--- src/design/snf_pkg.sv ---
// Package of constants for the serial flash feature register bank.
// Assumes a single-bit serial link sampled by the 125 MHz system clock.
package snf_pkg;

  // ****
  // Command codes
  // ****
  localparam logic [7:0] CMD_SET_FEATURE = 8'h1F;
  localparam logic [7:0] CMD_GET_FEATURE = 8'h0F;
  localparam logic [7:0] CMD_WR_ENABLE   = 8'h06;
  localparam logic [7:0] CMD_WR_DISABLE  = 8'h04;
  localparam logic [7:0] CMD_RESET_A     = 8'hFF;
  localparam logic [7:0] CMD_RESET_B     = 8'hFE;

  // ****
  // Feature addresses
  // ****
  localparam logic [7:0] ADDR_THRESHOLD  = 8'h10;
  localparam logic [7:0] ADDR_FLIP_COUNT = 8'h20;
  localparam logic [7:0] ADDR_MAX_SECTOR = 8'h30;
  localparam logic [7:0] ADDR_MAP_LOW    = 8'h40;
  localparam logic [7:0] ADDR_MAP_HIGH   = 8'h50;
  localparam logic [7:0] ADDR_LOCK       = 8'hA0;
  localparam logic [7:0] ADDR_CONFIG     = 8'hB0;
  localparam logic [7:0] ADDR_STATUS     = 8'hC0;

  // ****
  // Field positions
  // ****
  localparam int LOCK_GUARD_BIT   = 7;
  localparam int LOCK_RANGE_LSB   = 3;
  localparam int CFG_PROTECT_BIT  = 7;
  localparam int CFG_ID_READ_BIT  = 6;
  localparam int CFG_ECC_EN_BIT   = 4;
  localparam int CFG_BBI_BIT      = 2;
  localparam int CFG_FAST_BIT     = 1;
  localparam int STS_ECC_LSB      = 4;
  localparam int STS_PROG_FAIL    = 3;
  localparam int STS_ERASE_FAIL   = 2;
  localparam int STS_WEL_BIT      = 1;
  localparam int STS_BUSY_BIT     = 0;
  localparam int THR_FIELD_LSB    = 4;

  // ****
  // Writable masks and power-on values
  // ****
  localparam logic [7:0] LOCK_WR_MASK    = 8'hB8;
  localparam logic [7:0] CONFIG_WR_MASK  = 8'hD2;
  localparam logic [7:0] THRESH_WR_MASK  = 8'hF0;
  localparam logic [7:0] LOCK_RESET      = 8'h38;
  localparam logic [7:0] CONFIG_RESET    = 8'h16;
  localparam logic [7:0] THRESH_RESET    = 8'h00;

  // ****
  // ECC status codes
  // ****
  localparam logic [1:0] ECC_CLEAN       = 2'h0;
  localparam logic [1:0] ECC_FIXED_LOW   = 2'h1;
  localparam logic [1:0] ECC_UNFIXABLE   = 2'h2;
  localparam logic [1:0] ECC_FIXED_HIGH  = 2'h3;

  // ****
  // Link framing
  // ****
  localparam int BYTE_BITS = 8;

endpackage

--- src/design/snf_sync.sv ---
// Two-stage synchroniser for pins that enter the system clock domain.
// Assumes the caller holds its clock enable with the rest of the block.
`timescale 1ns/10ps
`default_nettype none

module snf_sync #(
  parameter int WIDTH = 1
) (
  input  wire logic             sys_clk_i,  // System clock.
  input  wire logic             rst_i,      // Synchronous reset, high.
  input  wire logic             clk_en_i,   // Freezes state while low.
  input  wire logic [WIDTH-1:0] async_i,    // Pin levels.
  output logic      [WIDTH-1:0] sync_o      // Synchronised levels.
);

  logic [WIDTH-1:0] stage1_reg;

  // ****
  // Two flops; the first is read only by the second.
  // ****
  always_ff @(posedge sys_clk_i) begin
    if (rst_i) begin
      stage1_reg <= '0;
      sync_o     <= '0;
    end else if (clk_en_i) begin
      stage1_reg <= async_i;
      sync_o     <= stage1_reg;
    end
  end

endmodule // snf_sync

`default_nettype wire

--- src/design/snf_feature_bank.sv ---
// Feature register bank of a serial NAND flash, behind its serial pins.
// Assumes link pins from another clock domain and live status from the
// array engines on the system clock.
//
// Behaviour
// Write-feature 1Fh stores a byte; read-feature 0Fh returns one.
// Written features survive both reset commands, lost only at power-on.
// Write-enable latch ignores feature writes; 06h sets, 04h clears.
// Reserved bits always read back as zero.
// Host addresses only defined feature registers.
// ECC fields are meaningful only while the ECC enable bit is set.
// Power-on restores every feature bit to its default.
// Guard bit set with protect pin low blocks guard and range writes.
// Lock range field bits 5:3, 000 unlocked to 111 all locked.
// Protect enable bit 7 of config lets the protect command through.
// ID-read enable bit 6 selects parameter page and unique-ID mode.
// ECC enable bit 4 defaults to one; zero disables correction.
// Bad-block inhibit bit 2 is read-only and reads one.
// Fast page read bit 1 is writable and defaults to one.
// ECC status bits 5:4 report the previous page read result.
// Corrected-status threshold comes from threshold register bits 7:4.
// Program-fail bit 3 reports the last program or protect result.
// Erase-fail bit 2 reports the last erase result.
// Write-enable latch bit 1 reads one when enabled, defaults zero.
// Busy bit 0 reads one during any internal operation.
// Read-feature keeps shifting the selected byte out repeatedly.
// Each repeated byte carries live busy and fail bits.
// Repetition continues until chip select rises.
// Host sends only 0Fh or resets while busy.
// Write: command, address, data, MSB first, committed at select rise.
`timescale 1ns/10ps
`default_nettype none

module snf_feature_bank (
  input  wire logic       sys_clk_i,       // System clock, 125 MHz.
  input  wire logic       rst_i,           // Power-on reset, high.
  input  wire logic       clk_en_i,        // Freezes all state while low.
  input  wire logic       sck_i,           // Serial clock pin.
  input  wire logic       cs_n_i,          // Chip select pin, low active.
  input  wire logic       si_i,            // Serial data in pin.
  input  wire logic       wp_n_i,          // Write-protect pin, low active.
  input  wire logic       busy_i,          // Array engine operating.
  input  wire logic       prog_fail_i,     // Last program or protect failed.
  input  wire logic       erase_fail_i,    // Last erase failed.
  input  wire logic       ecc_done_i,      // Pulse: page read result valid.
  input  wire logic       ecc_uncorr_i,    // Page read was uncorrectable.
  input  wire logic [3:0] ecc_flips_i,     // Flips corrected in that read.
  input  wire logic [7:0] flip_count_i,    // Flip count report byte.
  input  wire logic [7:0] max_sector_i,    // Max flip sector byte.
  input  wire logic [7:0] map_low_i,       // Flip sector map, low byte.
  input  wire logic [7:0] map_high_i,      // Flip sector map, high byte.
  output logic            so_o,            // Serial data out pin level.
  output logic            so_oe_o,         // Drive enable for serial out.
  output logic [2:0]      lock_range_o,    // Lock range setting.
  output logic            protect_cmd_enable_o, // Protect command allowed.
  output logic            id_page_read_enable_o,// ID read mode.
  output logic            ecc_enable_o,    // Internal correction enabled.
  output logic            fast_page_read_enable_o, // Fast page read.
  output logic            write_enable_latch_o,    // Write enable latch.
  output logic            reset_cmd_o      // Pulse: reset command seen.
);

  typedef enum logic [1:0] {SNF_CMD, SNF_ADDR, SNF_DATA, SNF_IDLE} snf_phase_t;

  // ****
  // Pin synchronisation
  // ****
  // Low-active pins are carried inverted so that the zero reset of the
  // synchroniser reads as deselected and unprotected, with no false edge.
  logic [3:0] pins_sync;
  snf_sync #(.WIDTH(4)) u_sync (
    .sys_clk_i (sys_clk_i),
    .rst_i     (rst_i),
    .clk_en_i  (clk_en_i),
    .async_i   ({sck_i, ~cs_n_i, si_i, ~wp_n_i}),
    .sync_o    (pins_sync)
  );

  wire sck_s  = pins_sync[3];
  wire cs_n_s = ~pins_sync[2];
  wire si_s   = pins_sync[1];
  wire wp_n_s = ~pins_sync[0];

  // ****************************************************************
  // State
  // ****************************************************************
  snf_phase_t phase_reg;
  logic       sck_d_reg;
  logic       cs_n_d_reg;
  logic [2:0] bit_cnt_reg;
  logic [7:0] shift_reg;
  logic [7:0] cmd_reg;
  logic [7:0] addr_reg;
  logic [7:0] data_reg;
  logic       data_full_reg;
  logic [7:0] out_byte_reg;
  logic [7:0] lock_reg;
  logic [7:0] config_reg;
  logic [7:0] thresh_reg;
  logic       wel_reg;
  logic [1:0] ecc_sts_reg;

  // ****************************************************************
  // Edge and framing decode
  // ****************************************************************
  wire sck_rise  = sck_s & ~sck_d_reg;
  wire sck_fall  = ~sck_s & sck_d_reg;
  wire cs_active = ~cs_n_s;
  wire cs_rise   = cs_n_s & ~cs_n_d_reg;
  wire cs_fall   = ~cs_n_s & cs_n_d_reg;
  wire [7:0] byte_in   = {shift_reg[6:0], si_s};
  wire       byte_done = cs_active & sck_rise & (bit_cnt_reg == 3'h7);

  // A write only commits when the full data byte arrived.
  wire do_write   = cs_rise & (cmd_reg == snf_pkg::CMD_SET_FEATURE) & data_full_reg;
  wire is_get     = (cmd_reg == snf_pkg::CMD_GET_FEATURE);
  wire wel_set    = cs_rise & (cmd_reg == snf_pkg::CMD_WR_ENABLE)  & (phase_reg == SNF_ADDR);
  wire wel_clear  = cs_rise & (cmd_reg == snf_pkg::CMD_WR_DISABLE) & (phase_reg == SNF_ADDR);
  wire reset_seen = cs_rise & (phase_reg == SNF_ADDR) &
                    ((cmd_reg == snf_pkg::CMD_RESET_A) | (cmd_reg == snf_pkg::CMD_RESET_B));

  // Guard bit with the protect pin low freezes guard and range.
  wire lock_frozen = lock_reg[snf_pkg::LOCK_GUARD_BIT] & ~wp_n_s;

  // ****************************************************************
  // Write data merge
  // ****************************************************************
  function automatic logic [7:0] merge(input logic [7:0] old_v,
                                       input logic [7:0] new_v,
                                       input logic [7:0] mask);
    merge = (old_v & ~mask) | (new_v & mask);
  endfunction

  wire [7:0] lock_next   = merge(lock_reg, data_reg, snf_pkg::LOCK_WR_MASK);
  wire [7:0] config_next = merge(config_reg, data_reg, snf_pkg::CONFIG_WR_MASK);
  wire [7:0] thresh_next = merge(thresh_reg, data_reg, snf_pkg::THRESH_WR_MASK);

  // ****************************************************************
  // ECC result classification
  // ****************************************************************
  wire [3:0] thresh_field = thresh_reg[snf_pkg::THR_FIELD_LSB +: 4];
  wire [1:0] ecc_class =
    ecc_uncorr_i                  ? snf_pkg::ECC_UNFIXABLE  :
    (ecc_flips_i == 4'h0)         ? snf_pkg::ECC_CLEAN      :
    (ecc_flips_i >= thresh_field) ? snf_pkg::ECC_FIXED_HIGH :
                                    snf_pkg::ECC_FIXED_LOW;

  // ECC fields read zero while correction is off.
  wire ecc_on = config_reg[snf_pkg::CFG_ECC_EN_BIT];

  // Status byte is built live from the engine inputs.
  wire [7:0] status_live = {2'h0,
                            ecc_on ? ecc_sts_reg : 2'h0,
                            prog_fail_i, erase_fail_i, wel_reg, busy_i};

  // ****************************************************************
  // Read mux; unmapped addresses answer zero.
  // ****************************************************************
  logic [7:0] read_mux;
  always_comb begin
    case (addr_reg)
      snf_pkg::ADDR_THRESHOLD:  read_mux = ecc_on ? thresh_reg : 8'h00;
      snf_pkg::ADDR_FLIP_COUNT: read_mux = ecc_on ? {4'h0, flip_count_i[3:0]} : 8'h00;
      snf_pkg::ADDR_MAX_SECTOR: read_mux = ecc_on ? {max_sector_i[7:4], 1'b0, max_sector_i[2:0]} : 8'h00;
      snf_pkg::ADDR_MAP_LOW:    read_mux = ecc_on ? map_low_i : 8'h00;
      snf_pkg::ADDR_MAP_HIGH:   read_mux = ecc_on ? map_high_i : 8'h00;
      snf_pkg::ADDR_LOCK:       read_mux = lock_reg;
      snf_pkg::ADDR_CONFIG:     read_mux = config_reg;
      snf_pkg::ADDR_STATUS:     read_mux = status_live;
      default:                  read_mux = 8'h00;
    endcase
  end

  // ****************************************************************
  // Edge trackers
  // ****************************************************************
  always_ff @(posedge sys_clk_i) begin
    if (rst_i) begin
      sck_d_reg  <= 1'b0;
      cs_n_d_reg <= 1'b1;
    end else if (clk_en_i) begin
      sck_d_reg  <= sck_s;
      cs_n_d_reg <= cs_n_s;
    end
  end

  // ****************************************************************
  // Input shifter, MSB first.
  // ****************************************************************
  always_ff @(posedge sys_clk_i) begin
    if (rst_i) begin
      bit_cnt_reg <= 3'h0;
      shift_reg   <= 8'h00;
    end else if (clk_en_i) begin
      if (!cs_active) begin
        bit_cnt_reg <= 3'h0;
      end else if (sck_rise) begin
        bit_cnt_reg <= bit_cnt_reg + 3'h1;
        shift_reg   <= byte_in;
      end
    end
  end

  // ****************************************************************
  // Byte phase sequencer
  // ****************************************************************
  always_ff @(posedge sys_clk_i) begin
    if (rst_i) begin
      phase_reg     <= SNF_IDLE;
      cmd_reg       <= 8'h00;
      addr_reg      <= 8'h00;
      data_reg      <= 8'h00;
      data_full_reg <= 1'b0;
    end else if (clk_en_i) begin
      if (cs_fall) begin
        phase_reg     <= SNF_CMD;
        data_full_reg <= 1'b0;
        cmd_reg       <= 8'h00;
      end else if (byte_done) begin
        case (phase_reg)
          SNF_CMD: begin
            cmd_reg   <= byte_in;
            phase_reg <= SNF_ADDR;
          end
          SNF_ADDR: begin
            addr_reg  <= byte_in;
            phase_reg <= SNF_DATA;
          end
          SNF_DATA: begin
            if (!data_full_reg) begin
              data_reg      <= byte_in;
              data_full_reg <= 1'b1;
            end
          end
          default: begin
            phase_reg <= SNF_IDLE;
          end
        endcase
      end
    end
  end

  // ****************************************************************
  // Feature registers; only rst_i models power-on, so reset commands
  // leave them alone.
  // ****************************************************************
  always_ff @(posedge sys_clk_i) begin
    if (rst_i) begin
      lock_reg   <= snf_pkg::LOCK_RESET;
      config_reg <= snf_pkg::CONFIG_RESET;
      thresh_reg <= snf_pkg::THRESH_RESET;
    end else if (clk_en_i && do_write) begin
      if (addr_reg == snf_pkg::ADDR_LOCK && !lock_frozen) begin
        lock_reg <= lock_next;
      end
      if (addr_reg == snf_pkg::ADDR_CONFIG) begin
        config_reg <= config_next;
      end
      if (addr_reg == snf_pkg::ADDR_THRESHOLD) begin
        thresh_reg <= thresh_next;
      end
    end
  end

  // ****************************************************************
  // Write-enable latch and ECC result capture.
  // ****************************************************************
  always_ff @(posedge sys_clk_i) begin
    if (rst_i) begin
      wel_reg     <= 1'b0;
      ecc_sts_reg <= snf_pkg::ECC_CLEAN;
    end else if (clk_en_i) begin
      if (wel_set) begin
        wel_reg <= 1'b1;
      end else if (wel_clear) begin
        wel_reg <= 1'b0;
      end
      if (ecc_done_i) begin
        ecc_sts_reg <= ecc_class;
      end
    end
  end

  // ****************************************************************
  // Output shifter. The byte reloads at every boundary so live status
  // bits refresh; the host samples on the rising edge, so data
  // changes on falling edges.
  // ****************************************************************
  wire get_active = cs_active & is_get & (phase_reg == SNF_DATA);
  always_ff @(posedge sys_clk_i) begin
    if (rst_i) begin
      out_byte_reg <= 8'h00;
      so_o         <= 1'b0;
      so_oe_o      <= 1'b0;
    end else if (clk_en_i) begin
      if (!get_active) begin
        so_oe_o <= 1'b0;
        out_byte_reg <= read_mux;
      end else if (sck_fall) begin
        so_oe_o <= 1'b1;
        if (bit_cnt_reg == 3'h0) begin
          so_o         <= read_mux[7];
          out_byte_reg <= {read_mux[6:0], 1'b0};
        end else begin
          so_o         <= out_byte_reg[7];
          out_byte_reg <= {out_byte_reg[6:0], 1'b0};
        end
      end
    end
  end

  // ****************************************************************
  // Registered control outputs.
  // ****************************************************************
  always_ff @(posedge sys_clk_i) begin
    if (rst_i) begin
      lock_range_o            <= snf_pkg::LOCK_RESET[5:3];
      protect_cmd_enable_o    <= 1'b0;
      id_page_read_enable_o   <= 1'b0;
      ecc_enable_o            <= 1'b1;
      fast_page_read_enable_o <= 1'b1;
      write_enable_latch_o    <= 1'b0;
      reset_cmd_o             <= 1'b0;
    end else if (clk_en_i) begin
      lock_range_o            <= lock_reg[snf_pkg::LOCK_RANGE_LSB +: 3];
      protect_cmd_enable_o    <= config_reg[snf_pkg::CFG_PROTECT_BIT];
      id_page_read_enable_o   <= config_reg[snf_pkg::CFG_ID_READ_BIT];
      ecc_enable_o            <= ecc_on;
      fast_page_read_enable_o <= config_reg[snf_pkg::CFG_FAST_BIT];
      write_enable_latch_o    <= wel_reg;
      reset_cmd_o             <= reset_seen;
    end
  end

endmodule // snf_feature_bank

`default_nettype wire

--- config.mk ---
export PLATFORM = sky130hd
export DESIGN_NAME = snf_feature_bank
export DESIGN_NICKNAME = d
export VERILOG_FILES = /design/src/design/snf_pkg.sv /design/src/design/snf_sync.sv /design/src/design/snf_feature_bank.sv
export SDC_FILE = /design/constraint.sdc
export NUM_CORES = 1
export LEC_CHECK = 0
export BUFFER_PORTS_ARGS = -buffer_cell sky130_fd_sc_hd__buf_2
export CAP_MARGIN = 5
export CORE_MARGIN = 8
export CORE_UTILIZATION = 46
export DETAILED_ROUTE_END_ITERATION = 6
export PLACE_DENSITY_LB_ADDON = 0.15
export REMOVE_ABC_BUFFERS = 1
export SKIP_CTS_REPAIR_TIMING = 1
export SYNTH_ARGS = -nofsm -noshare
export SYNTH_HDL_FRONTEND = slang
export SYNTH_SLANG_ARGS = --single-unit
--- constraint.sdc ---
create_clock -name sys_clk_i -period 1.8 [get_ports sys_clk_i]
set_input_delay 0.18 -clock sys_clk_i [delete_from_list [all_inputs] [get_ports sys_clk_i]]
set_output_delay 0.18 -clock sys_clk_i [all_outputs]
set_load 0.005 [all_outputs]
# Word level (Yosys, flattened, before mapping)
# Cells that the tools add are included.
# word_totals
reg_bits,93
in_bits,48
output_inout_bits,11
elab_cells,130
# classes
addsub,1
n_lt_le_gt_ge,1
n_eq_ne,20
mux,29
bitwise,29
reduce_logical,24
# ops
cell,count
2-to-1 mux 8 bit,10
one-hot mux 8 bit (8 select lines),1
"== test 8 bit, second input constant",5
AND 1 bit,17
"== test 8 x 3 -> 1 bit, second input constant",2
"== test 8 x 5 -> 1 bit, second input constant",2
"== test 8 x 6 -> 1 bit, second input constant",2
"== test 8 x 7 -> 1 bit, second input constant",2
AND reduction 3 bit,5
AND reduction 2 bit,7
2-to-1 mux 2 bit,6
"== test 8 x 4 -> 1 bit, second input constant",1
2-to-1 mux 1 bit,8
NOT 1 bit,8
OR 4 x 8 -> 8 bit,1
OR 6 x 8 -> 8 bit,1
OR 7 x 8 -> 8 bit,1
nonzero test 2 bit,4
2-to-1 mux 3 bit,2
"inequality test 2 bit, second input constant",3
one-hot mux 2 bit (3 select lines),1
AND reduction 5 bit,1
greater-or-equal comparator 4 bit,1
zero test 4 bit,1
other kinds (11),12

# Depth between registers and ports, before layout
# Gate-level depths: netlist of run 1.
# depth
ltp_word,6
ltp_mapped,8
mapped_depth_nobuf,7

# Modules after synthesis
# Synthesis of run 1 repeated with hierarchy kept, for this count alone.
# hier_totals
cells_unflattened,437
area_unflattened_um2,3854.9
# by_module_without_submodules
module,n_inst,cells_per_inst,area_each_um2,seq_area_each_um2
snf_feature_bank,1,411,3569.7,1421.4
snf_sync,1,26,285.3,160.2

# Least setup slack after synthesis of run 1
# Ideal clock, no wire load.
# synth_path
path_type,reg-to-reg
start,reg addr_reg[0]
end,reg lock_reg[3]
setup_ns,0.120
arrival_time_ns,1.688
required_ns,1.680
path_slack_ns,-0.008
path_stages_with_launch,6
path_buffers,1
period_less_slack_ns,1.808
cell_sequence,dfxtp_1 > or4_4 > buf_6 > nor4_4 > nand3_2 > a211o_1
# synth_between
elab_chain_len,3
# synth_lines
element,line_no,source
start: declaration,snf_feature_bank.sv:93,logic [7:0] addr_reg;
start signal: assignment,snf_feature_bank.sv:226,addr_reg <= byte_in;
== test 8 bit,snf_feature_bank.sv:253,if (addr_reg == snf_pkg::ADDR_LOCK && !lock_frozen) begin
logical AND 1 bit,snf_feature_bank.sv:253,
AND reduction 2 bit (no line),-,
end signal: assignment,snf_feature_bank.sv:249,lock_reg <= snf_pkg::LOCK_RESET;
end signal: assignment,snf_feature_bank.sv:254,lock_reg <= lock_next;
end: declaration,snf_feature_bank.sv:97,logic [7:0] lock_reg;
# No other way between the ends.
# A chain may end at the register's enable or synchronous reset.

# Worst setup path in the final report of run 1
# layout_path
start,reg addr_reg[1]
end,reg out_byte_reg[6]
# layout_between
elab_chain_len,5
word_cells_on_any_way,12
classes_between,8 x eq/ne; 4 x mux
# layout_lines
element,line_no,source
== test 8 bit (tied with other cells),snf_feature_bank.sv:161,case (addr_reg)
one-hot mux 8 bit (8 select lines) (*),snf_feature_bank.sv:161,
2-to-1 mux 8 bit,snf_feature_bank.sv:301,if (bit_cnt_reg == 3'h0) begin
2-to-1 mux 8 bit,snf_feature_bank.sv:299,end else if (sck_fall) begin
2-to-1 mux 8 bit (*),snf_feature_bank.sv:296,if (!get_active) begin
end signal: assignment,snf_feature_bank.sv:298,out_byte_reg <= read_mux;
end signal: assignment,snf_feature_bank.sv:303,"out_byte_reg <= {read_mux[6:0], 1'b0};"
end signal: assignment,snf_feature_bank.sv:306,"out_byte_reg <= {out_byte_reg[6:0], 1'b0};"
end: declaration,snf_feature_bank.sv:96,logic [7:0] out_byte_reg;
# Mark *: on every way between the ends. The rest lies on a longest branch, timed or not. The select of a mux whose other input is x is not followed.

==> results of run 1 <==
-- per-layer routing --
layer  share of wire (%)  up-vias
met4                 2.3        2
met2                  46       68
met3                 5.3       21
li1                    -     1718
met1                  47     1596
met5                0.13        -
-- Yosys cell counts (3+ instances only) --
cell type and count:
sky130_fd_sc_hd__nand2b_1 10, sky130_fd_sc_hd__nor4_1 5, sky130_fd_sc_hd__o22ai_1 5, sky130_fd_sc_hd__or3_1 4, sky130_fd_sc_hd__nor2_1 47, sky130_fd_sc_hd__dfxtp_1 79
sky130_fd_sc_hd__a22o_1 3, sky130_fd_sc_hd__a32o_1 4, sky130_fd_sc_hd__nand3_1 15, sky130_fd_sc_hd__buf_2 3, sky130_fd_sc_hd__nor3_1 4, sky130_fd_sc_hd__inv_1 13
sky130_fd_sc_hd__o21ai_0 14, sky130_fd_sc_hd__buf_1 4, sky130_fd_sc_hd__a21oi_1 21, sky130_fd_sc_hd__and4_1 3, sky130_fd_sc_hd__nand4_1 3, sky130_fd_sc_hd__a211o_1 11
sky130_fd_sc_hd__a22oi_1 9, sky130_fd_sc_hd__nand2_1 37, sky130_fd_sc_hd__o21ai_1 3, sky130_fd_sc_hd__nor2b_1 13, sky130_fd_sc_hd__clkbuf_1 19, sky130_fd_sc_hd__ha_1 7
sky130_fd_sc_hd__and3_1 3, sky130_fd_sc_hd__a211oi_1 6, sky130_fd_sc_hd__and2_1 3, sky130_fd_sc_hd__mux2i_1 46
-- final cells by class --
type	instances	area [µm²]	share of cell area (%)
Clock buffer	11	141	2.97
Multi-Input combinational cell	314	2170	45.6
Tap cell	105	131	2.76
Sequential cell	79	1590	33.4
Inverter	13	48.8	1.02
Clock inverter	5	81.3	1.71
Timing Repair Buffer	93	599	12.6
-- metrics by stage --
step	cells	power, W
2_1_floorplan	405	0.00189
3_3_place_gp	599	0.00202
3_5_place_dp	599	0.00202
4_1_cts	615	0.00349
5_1_grt	620	0.00360
6_report	620	0.00346
-- report_power, final --
| group | switching [W] | internal (W) | total, W |
|---|---|---|---|
| Clock | 0.000657 | 0.000820 | 0.00148 |
| Sequential | 0.0000117 | 0.00177 | 0.00178 |
| Combinational | 0.000107 | 0.0000996 | 0.000206 |
| Total | 0.000775 | 0.00269 | 0.00346 |
-- kinds of logic after synthesis --
| logic type | count (synthesis) | synth area share, % |
|---|---|---|
| adders and majority gates | 7 | 2.28 |
| DFF | 79 | 41.2 |
| buffers and inverters | 40 | 4.20 |
| and+or+nand+nor | 167 | 23.2 |
| muxes | 48 | 12.6 |
| AOI/OAI and AO/OA | 91 | 16.6 |
-- worst max-delay path: stages, from the launching register on --
cell,delay [ns]
sky130_fd_sc_hd__dfxtp_2,0.35
sky130_fd_sc_hd__or4_4,0.61
sky130_fd_sc_hd__or4_4,0.57
sky130_fd_sc_hd__o21ai_4,0.10
sky130_fd_sc_hd__o31ai_2,0.10
sky130_fd_sc_hd__o21ai_2,0.07
-- worst max path at each step --
stage / endpoint
global route: lock_reg[4]$_SDFFE_PP1P_
detailed placement: out_byte_reg[6]$_SDFFE_PP0P_
CTS: config_reg[1]$_SDFFE_PP1P_
finish: out_byte_reg[6]$_SDFFE_PP0P_
floorplan: addr_reg[4]$_SDFFE_PP0P_
global placement: out_byte_reg[6]$_SDFFE_PP0P_
==> parameters.txt, run 1 <==
Parameter                              Value

Outcome
  Status ... finished, violations left
  Violated checks ... setup timing

Final layout
  Post-layout net count ... 565
  Final design instance area without fill ... 0.00476 mm²
  Count of antenna diodes in the layout ... 0
  Fraction of final layout cells sized beyond drive strength 1 ... approximately 27%
  Synth-to-Final Area Change ... 23.9%
  Fin util ... 58.2%
  Most frequent cells in the layout ... sky130_fd_sc_hd__dfxtp_1, sky130_fd_sc_hd__buf_2, sky130_fd_sc_hd__nor2_1, sky130_fd_sc_hd__mux2i_1, sky130_fd_sc_hd__nand2_1
  Commonest non-fill, non-tap cell in the layout ... sky130_fd_sc_hd__dfxtp_1
  Number of filler instances in the final layout ... approximately 790

Global routing
  Busiest metal layer after global routing ... met2
  GR Layer Usage met3 ... approximately 4.2%
  Number of global-route vias before repair ... 3,400
  Congestion Overflow GR ... 0
  Global-route usage over all layers ... about 17%
  Largest net degree at the start of global routing ... between 70 and 80
  Number of antenna violations at the first check in global routing ... 1
  Global-route wire length before repair ... 16.2 mm
  Met2 usage in global routing ... 27.8%
  Met1 Usage GRT ... a little over a fifth

Logic synthesis
  Flop and latch count out of synthesis ... 79
  Post-Synthesis Cell Area ... about 0.0038 mm²
  Largest area contributor in the netlist ... sky130_fd_sc_hd__dfxtp_1
  Post-Syn Instances ... between 400 and 500
  Post-synthesis async set-or-reset flop share ... 0%
  Cell variety after synth ... 57
  Leading cell types by total area after synthesis ... sky130_fd_sc_hd__dfxtp_1, sky130_fd_sc_hd__mux2i_1, sky130_fd_sc_hd__nor2_1, sky130_fd_sc_hd__nand2_1, sky130_fd_sc_hd__a21oi_1
  Area share of the largest cell type after synthesis ... about two fifths
  Number of enable-type register cells in the synthesized netlist ... 0
  Count of synthesis-stage warnings from yosys ... 0
  Syn_area_per_cell ... roughly 8.9 µm²
  Post-synthesis sequential area ratio ... 41.2%
  Predominant post-synthesis flop cell ... sky130_fd_sc_hd__dfxtp_1

STA
  Share of the clock period used by the worst path ... 103%
  Setup repair after global routing missed its margin ... true
  Worst Max-Slew Pin Slew ... about 0.40 ns
  Final count of pins violating max slew ... 0
  Min Tclk post-route ... around 1.9 ns
  Top achievable clock speed ... between 500 and 600 MHz
  Setup-failing EPs final ... 7
  Post-route worst hold slack ... 0.0622 ns
  Largest clock skew in the final design ... ~0.016 ns
  Final setup margin ... -0.0519 ns
  Max-Slew Margin vs Limit ... ~73%
  Total negative slack for setup checks ... -0.193 ns
  Number of failing hold endpoints at the final stage ... 0

Clock network
  Clock tree from TritonCTS ... built
  Longest Clk Path Bufs ... 2
  H-tree Lvls ... 3
  Clock transition time at the flip-flop clock pins of the worst setup and hold paths ... 0.08 ns
  Clock sink count ... 79
  Cell at the root of the clock tree ... sky130_fd_sc_hd__clkbuf_8
  Clock latency of the later-clocked register in the worst-skew pair ... about 0.36 ns
  Number of clock buffers inserted by TritonCTS ... 9

Power
  Static power due to leakage ... around 1.9 nW
  VDD IR max ... 0.444 mV
  Total power divided by cell area ... approximately 730 mW/mm²

Floorplan
  Die outline width ... 107 µm
  Site Rows ... 33
  Std-Cell Core Area ... approximately 0.008 mm²
  Floorplan die height ... 107 µm
  IO Pins ... 59
  Initial Utilization ... between 40% and 50%
  Area of the die ... between 0.01 and 0.015 mm²

Drt
  Number of iterations in the first detailed-routing pass ... 4
  Remaining design rule violation count ... 0
  Detailed-route via count ... 3,405
  Number of DRC violations after detailed-routing iteration 0 ... ~190
  WL/cell ... 16.2 µm
  Ratio of routed vias to standard cells ... 5.49
  Final Routed Wirelength ... a little over 10 mm
  Post-DRT Antenna Nets ... 0

Min path
  Start point of the worst min-delay path ... si_i
  Class of the tightest hold or removal check ... in2reg
  Min-Delay Path Depth ... 3
  Hold worst-path end ... u_sync.stage1_reg[1]$_SDFFE_PP0P_

Worst setup path
  Setup crit start kind ... flip-flop
  Launch point of the critical path ... addr_reg[1]$_SDFFE_PP0P_
  Endpoint of the lowest-slack register-to-register path ... out_byte_reg[6]$_SDFFE_PP0P_
  Signal arrival time at the worst endpoint ... approximately 2.1 ns
  Setup slack on the worst flop-to-flop path ... -0.05 ns
  Nature of the critical path endpoint ... flip-flop
  Crit Path Max Fanout ... 5
  Required time of the critical path ... ~2.1 ns
  Start-to-end type of the worst setup path ... reg2reg
  Reg2reg path depth ... 5
  Beginning of the worst register-to-register path ... addr_reg[1]$_SDFFE_PP0P_

Job
  Count of max-cap constraint violations ... 0

Place
  Routability congestion estimate from global placement ... between 0.8 and 0.9
  Port Buf Inserts ... 53
  Post-Place Cell Area ... ~0.0044 mm²
  Worst setup slack after placement ... -0.0581 ns
  Post-DP HPWL ... between 7 and 8 mm
No activity file was read; power rests on OpenSTA's default activity.
==> inputs of run 2 (changes only) <==
--- a/config.mk
+++ b/config.mk
@@ -5,6 +5,7 @@
 export SDC_FILE = /design/constraint.sdc
 export NUM_CORES = 1
 export LEC_CHECK = 0
+export ABC_AREA = 1
 export BUFFER_PORTS_ARGS = -buffer_cell sky130_fd_sc_hd__buf_2
 export CAP_MARGIN = 5
 export CORE_MARGIN = 8
==> parameters.txt, run 2 <==
Parameter                              Value

Final layout
  Fraction of final layout cells sized beyond drive strength 1 ... between 10% and 20%
  Most frequent cells in the layout ... sky130_fd_sc_hd__nand2_1, sky130_fd_sc_hd__nor2_1, sky130_fd_sc_hd__dfxtp_1
  Commonest non-fill, non-tap cell in the layout ... sky130_fd_sc_hd__nand2_1
  Layout Cells excl Fill ... 777
  Post-layout net count ... 720
  Synth-to-Final Area Change ... 17.5%
  Count of antenna diodes in the layout ... 0
  Number of filler instances in the final layout ... around 840

Global routing
  Number of global-route vias before repair ... around 3.9k
  Global-route wire length before repair ... between 15 and 20 mm
  Largest net degree at the start of global routing ... 57
  Congestion Overflow GR ... 0
  Global-route usage over all layers ... between 10% and 20%
  Number of antenna violations at the first check in global routing ... 0

Logic synthesis
  Flop and latch count out of synthesis ... 79
  Dominant cell by count in the synthesized netlist ... sky130_fd_sc_hd__nand2_1
  Dominant combinational cell family by area after synthesis ... simple AND/OR/NAND/NOR gates
  Area share of the largest cell type after synthesis ... between 30% and 40%
  Post-Syn Instances ... just over 600
  Post-Synthesis Cell Area ... 0.00397 mm²
  Synth Area in Simple Gates ... a little over a third
  Predominant post-synthesis flop cell ... sky130_fd_sc_hd__dfxtp_1
  Count of synthesis-stage warnings from yosys ... 0
  Xor and xnor area share after synthesis ... 0%
  Largest area contributor in the netlist ... sky130_fd_sc_hd__dfxtp_1
  Syn_area_per_cell ... between 6 and 7 µm²
  Number of enable-type register cells in the synthesized netlist ... 0
  Mux cell area share after synthesis ... 0%
  Leading cell types by total area after synthesis ... sky130_fd_sc_hd__dfxtp_1, sky130_fd_sc_hd__nand2_1, sky130_fd_sc_hd__nor2_1, sky130_fd_sc_hd__a21oi_1, sky130_fd_sc_hd__nand3_1
  Cell variety after synth ... 27
  Post-synthesis sequential area ratio ... 39.9%
  Synthesized-area fraction occupied by ao, oa, aoi and oai cells ... 13.9%
  Post-synthesis async set-or-reset flop share ... 0%
  Commonest cells in the synthesized netlist ... sky130_fd_sc_hd__nand2_1, sky130_fd_sc_hd__nor2_1, sky130_fd_sc_hd__dfxtp_1, sky130_fd_sc_hd__a21oi_1, sky130_fd_sc_hd__inv_1
  Adder-cell area share of the yosys netlist ... ~2.2%

STA
  Setup-failing EPs final ... 0
  Number of failing hold endpoints at the final stage ... 0
  Min Tclk post-route ... approximately 1.7 ns
  Top achievable clock speed ... between 600 and 700 MHz
  Largest clock skew in the final design ... between 0.008 and 0.009 ns
  Final setup margin ... 0.149 ns
  Worst Max-Slew Pin Slew ... just under 0.5 ns
  Max-Slew Margin vs Limit ... roughly 67%
  Total negative slack for setup checks ... 0 ns
  Share of the clock period used by the worst path ... 91.7%
  Final count of pins violating max slew ... 0

Clock network
  Clock transition time at the flip-flop clock pins of the worst setup and hold paths ... 0.08 ns
  Clock latency of the later-clocked register in the worst-skew pair ... ~0.34 ns
  Clock tree from TritonCTS ... built
  Cell at the root of the clock tree ... sky130_fd_sc_hd__clkbuf_8
  Longest Clk Path Bufs ... 2
  H-tree Lvls ... 3
  Number of clock buffers inserted by TritonCTS ... 9
  Clock sink count ... 79

Job
  Count of max-cap constraint violations ... 0

Worst setup path
  Crit Path Max Fanout ... 10
  Endpoint of the lowest-slack register-to-register path ... data_reg[3]$_SDFFE_PP0P_
  Setup slack on the worst flop-to-flop path ... 0.15 ns
  Reg2reg path depth ... 8
  Signal arrival time at the worst endpoint ... 1.93 ns
  Start-to-end type of the worst setup path ... reg2reg
  Worst Setup EP ... data_reg[3]$_SDFFE_PP0P_
  Launch point of the critical path ... bit_cnt_reg[0]$_SDFFE_PP0P_
  Required time of the critical path ... between 2 and 2.5 ns
  Nature of the critical path endpoint ... flip-flop
  Setup crit start kind ... flip-flop
  Beginning of the worst register-to-register path ... bit_cnt_reg[0]$_SDFFE_PP0P_

Floorplan
  Std-Cell Core Area ... 0.00855 mm²
  Floorplan die height ... between 100 and 150 µm
  IO Pins ... between 50 and 60
  Initial Utilization ... between 40% and 50%
  Area of the die ... 0.0119 mm²
  Site Rows ... 34
  Die outline width ... roughly 110 µm

Place
  Placed cell count ... 760
  Worst setup slack after placement ... 0.0609 ns
  Routability congestion estimate from global placement ... between 0.8 and 0.9
  Port Buf Inserts ... 53
  Post-DP HPWL ... about 7.7 mm

Min path
  Class of the tightest hold or removal check ... in2reg

Outcome
  Status ... finished clean

Drt
  Number of iterations in the first detailed-routing pass ... 4
  Post-DRT Antenna Nets ... 0
  WL/cell ... ~13 µm
  Remaining design rule violation count ... 0
  Number of DRC violations after detailed-routing iteration 0 ... ~170
  Ratio of routed vias to standard cells ... just over 5
  Final Routed Wirelength ... 10.4 mm
  Detailed-route via count ... 3,978

Power
  Total power divided by cell area ... around 740 mW/mm²
  Static power due to leakage ... between 2 and 2.5 nW
  VDD IR max ... between 0.4 and 0.5 mV
  Power after layout ... ~0.0035 W
## run 2: cell count changes after synthesis, sizes merged, moves of 39 or more
cell,change
nand2,+110
nor2,+52
inv,+50
mux2i,-46
a21oi,+41
nand3,+39
## run 2: layer usage
| metal | GRT usage [%] | wire length (µm) | part of all wire (%) | vias up |
|---|---|---|---|---|
| met2 | 31.8 | 5020 | 48 | 85 |
| met4 | 7.72 | 204 | 2.0 | 0 |
| met3 | 3.37 | 502 | 4.8 | 16 |
| li1 | - | - | - | 2064 |
| met5 | 0 | 0 | 0 | - |
| met1 | 21.5 | 4710 | 45 | 1813 |
## run 2: cell families after synthesis
logic type	after synthesis
and+or+nand+nor	323
buffers and inverters	89
AOI/OAI and AO/OA	109
DFF	79
adders and majority gates	7
## run 2: worst max-delay path, cell delays in order, from the launching register on
cell                         delay (ns)
sky130_fd_sc_hd__dfxtp_1           0.34
sky130_fd_sc_hd__ha_1              0.15
sky130_fd_sc_hd__ha_1              0.14
sky130_fd_sc_hd__nand4_1           0.11
sky130_fd_sc_hd__nor2_2            0.21
sky130_fd_sc_hd__nand3_1           0.20
sky130_fd_sc_hd__clkinvlp_4        0.20
sky130_fd_sc_hd__o21ai_0           0.10
sky130_fd_sc_hd__a21oi_1           0.13
## run 2: final cells by class
type                       instances  area [µm²]  share of cell area (%)
clock buffer                       9         124                    2.66
clock inverter                     6        86.3                    1.85
sequential                        79        1580                    34.0
tap                              108         135                    2.90
multi-input combinational        439        2050                    44.1
inverter                          65         248                    5.32
timing repair buffer              71         432                    9.26
## run 2: worst min path at each step
stage | from | end | slack (ns) | depth (start not counted)
after floorplan | rst_i | bit_cnt_reg[1]$_SDFFE_PP0P_ | 0.25 | 1
after global placement | cs_n_i | u_sync.stage1_reg[2]$_SDFFE_PP0P_ | 0.36 | 2
after detailed placement | cs_n_i | u_sync.stage1_reg[2]$_SDFFE_PP0P_ | 0.37 | 2
after CTS | cs_n_i | u_sync.stage1_reg[2]$_SDFFE_PP0P_ | -0.01 | 2
after global routing | cs_n_i | u_sync.stage1_reg[2]$_SDFFE_PP0P_ | 0.009 | 2
final | cs_n_i | u_sync.stage1_reg[2]$_SDFFE_PP0P_ | 0.009 | 2
## run 2: power breakdown
group / total [W] / switching (W) / internal (W)
Combinational: 0.000236 / 0.000139 / 0.0000969
Clock: 0.00142 / 0.000648 / 0.000771
Sequential: 0.00180 / 0.0000198 / 0.00178
## run 2: stage by stage
stage / utilization [%] / hold slack [ns] / cell area (µm²)
detailed placement: 51.5 / 0.365 / 4400
global placement: 51.5 / 0.361 / 4400
CTS: 53.9 / -0.0146 / 4610
global route: 54.5 / 0.00885 / 4660
finish: 54.5 / 0.00913 / 4660
floorplan: - / 0.249 / 3850
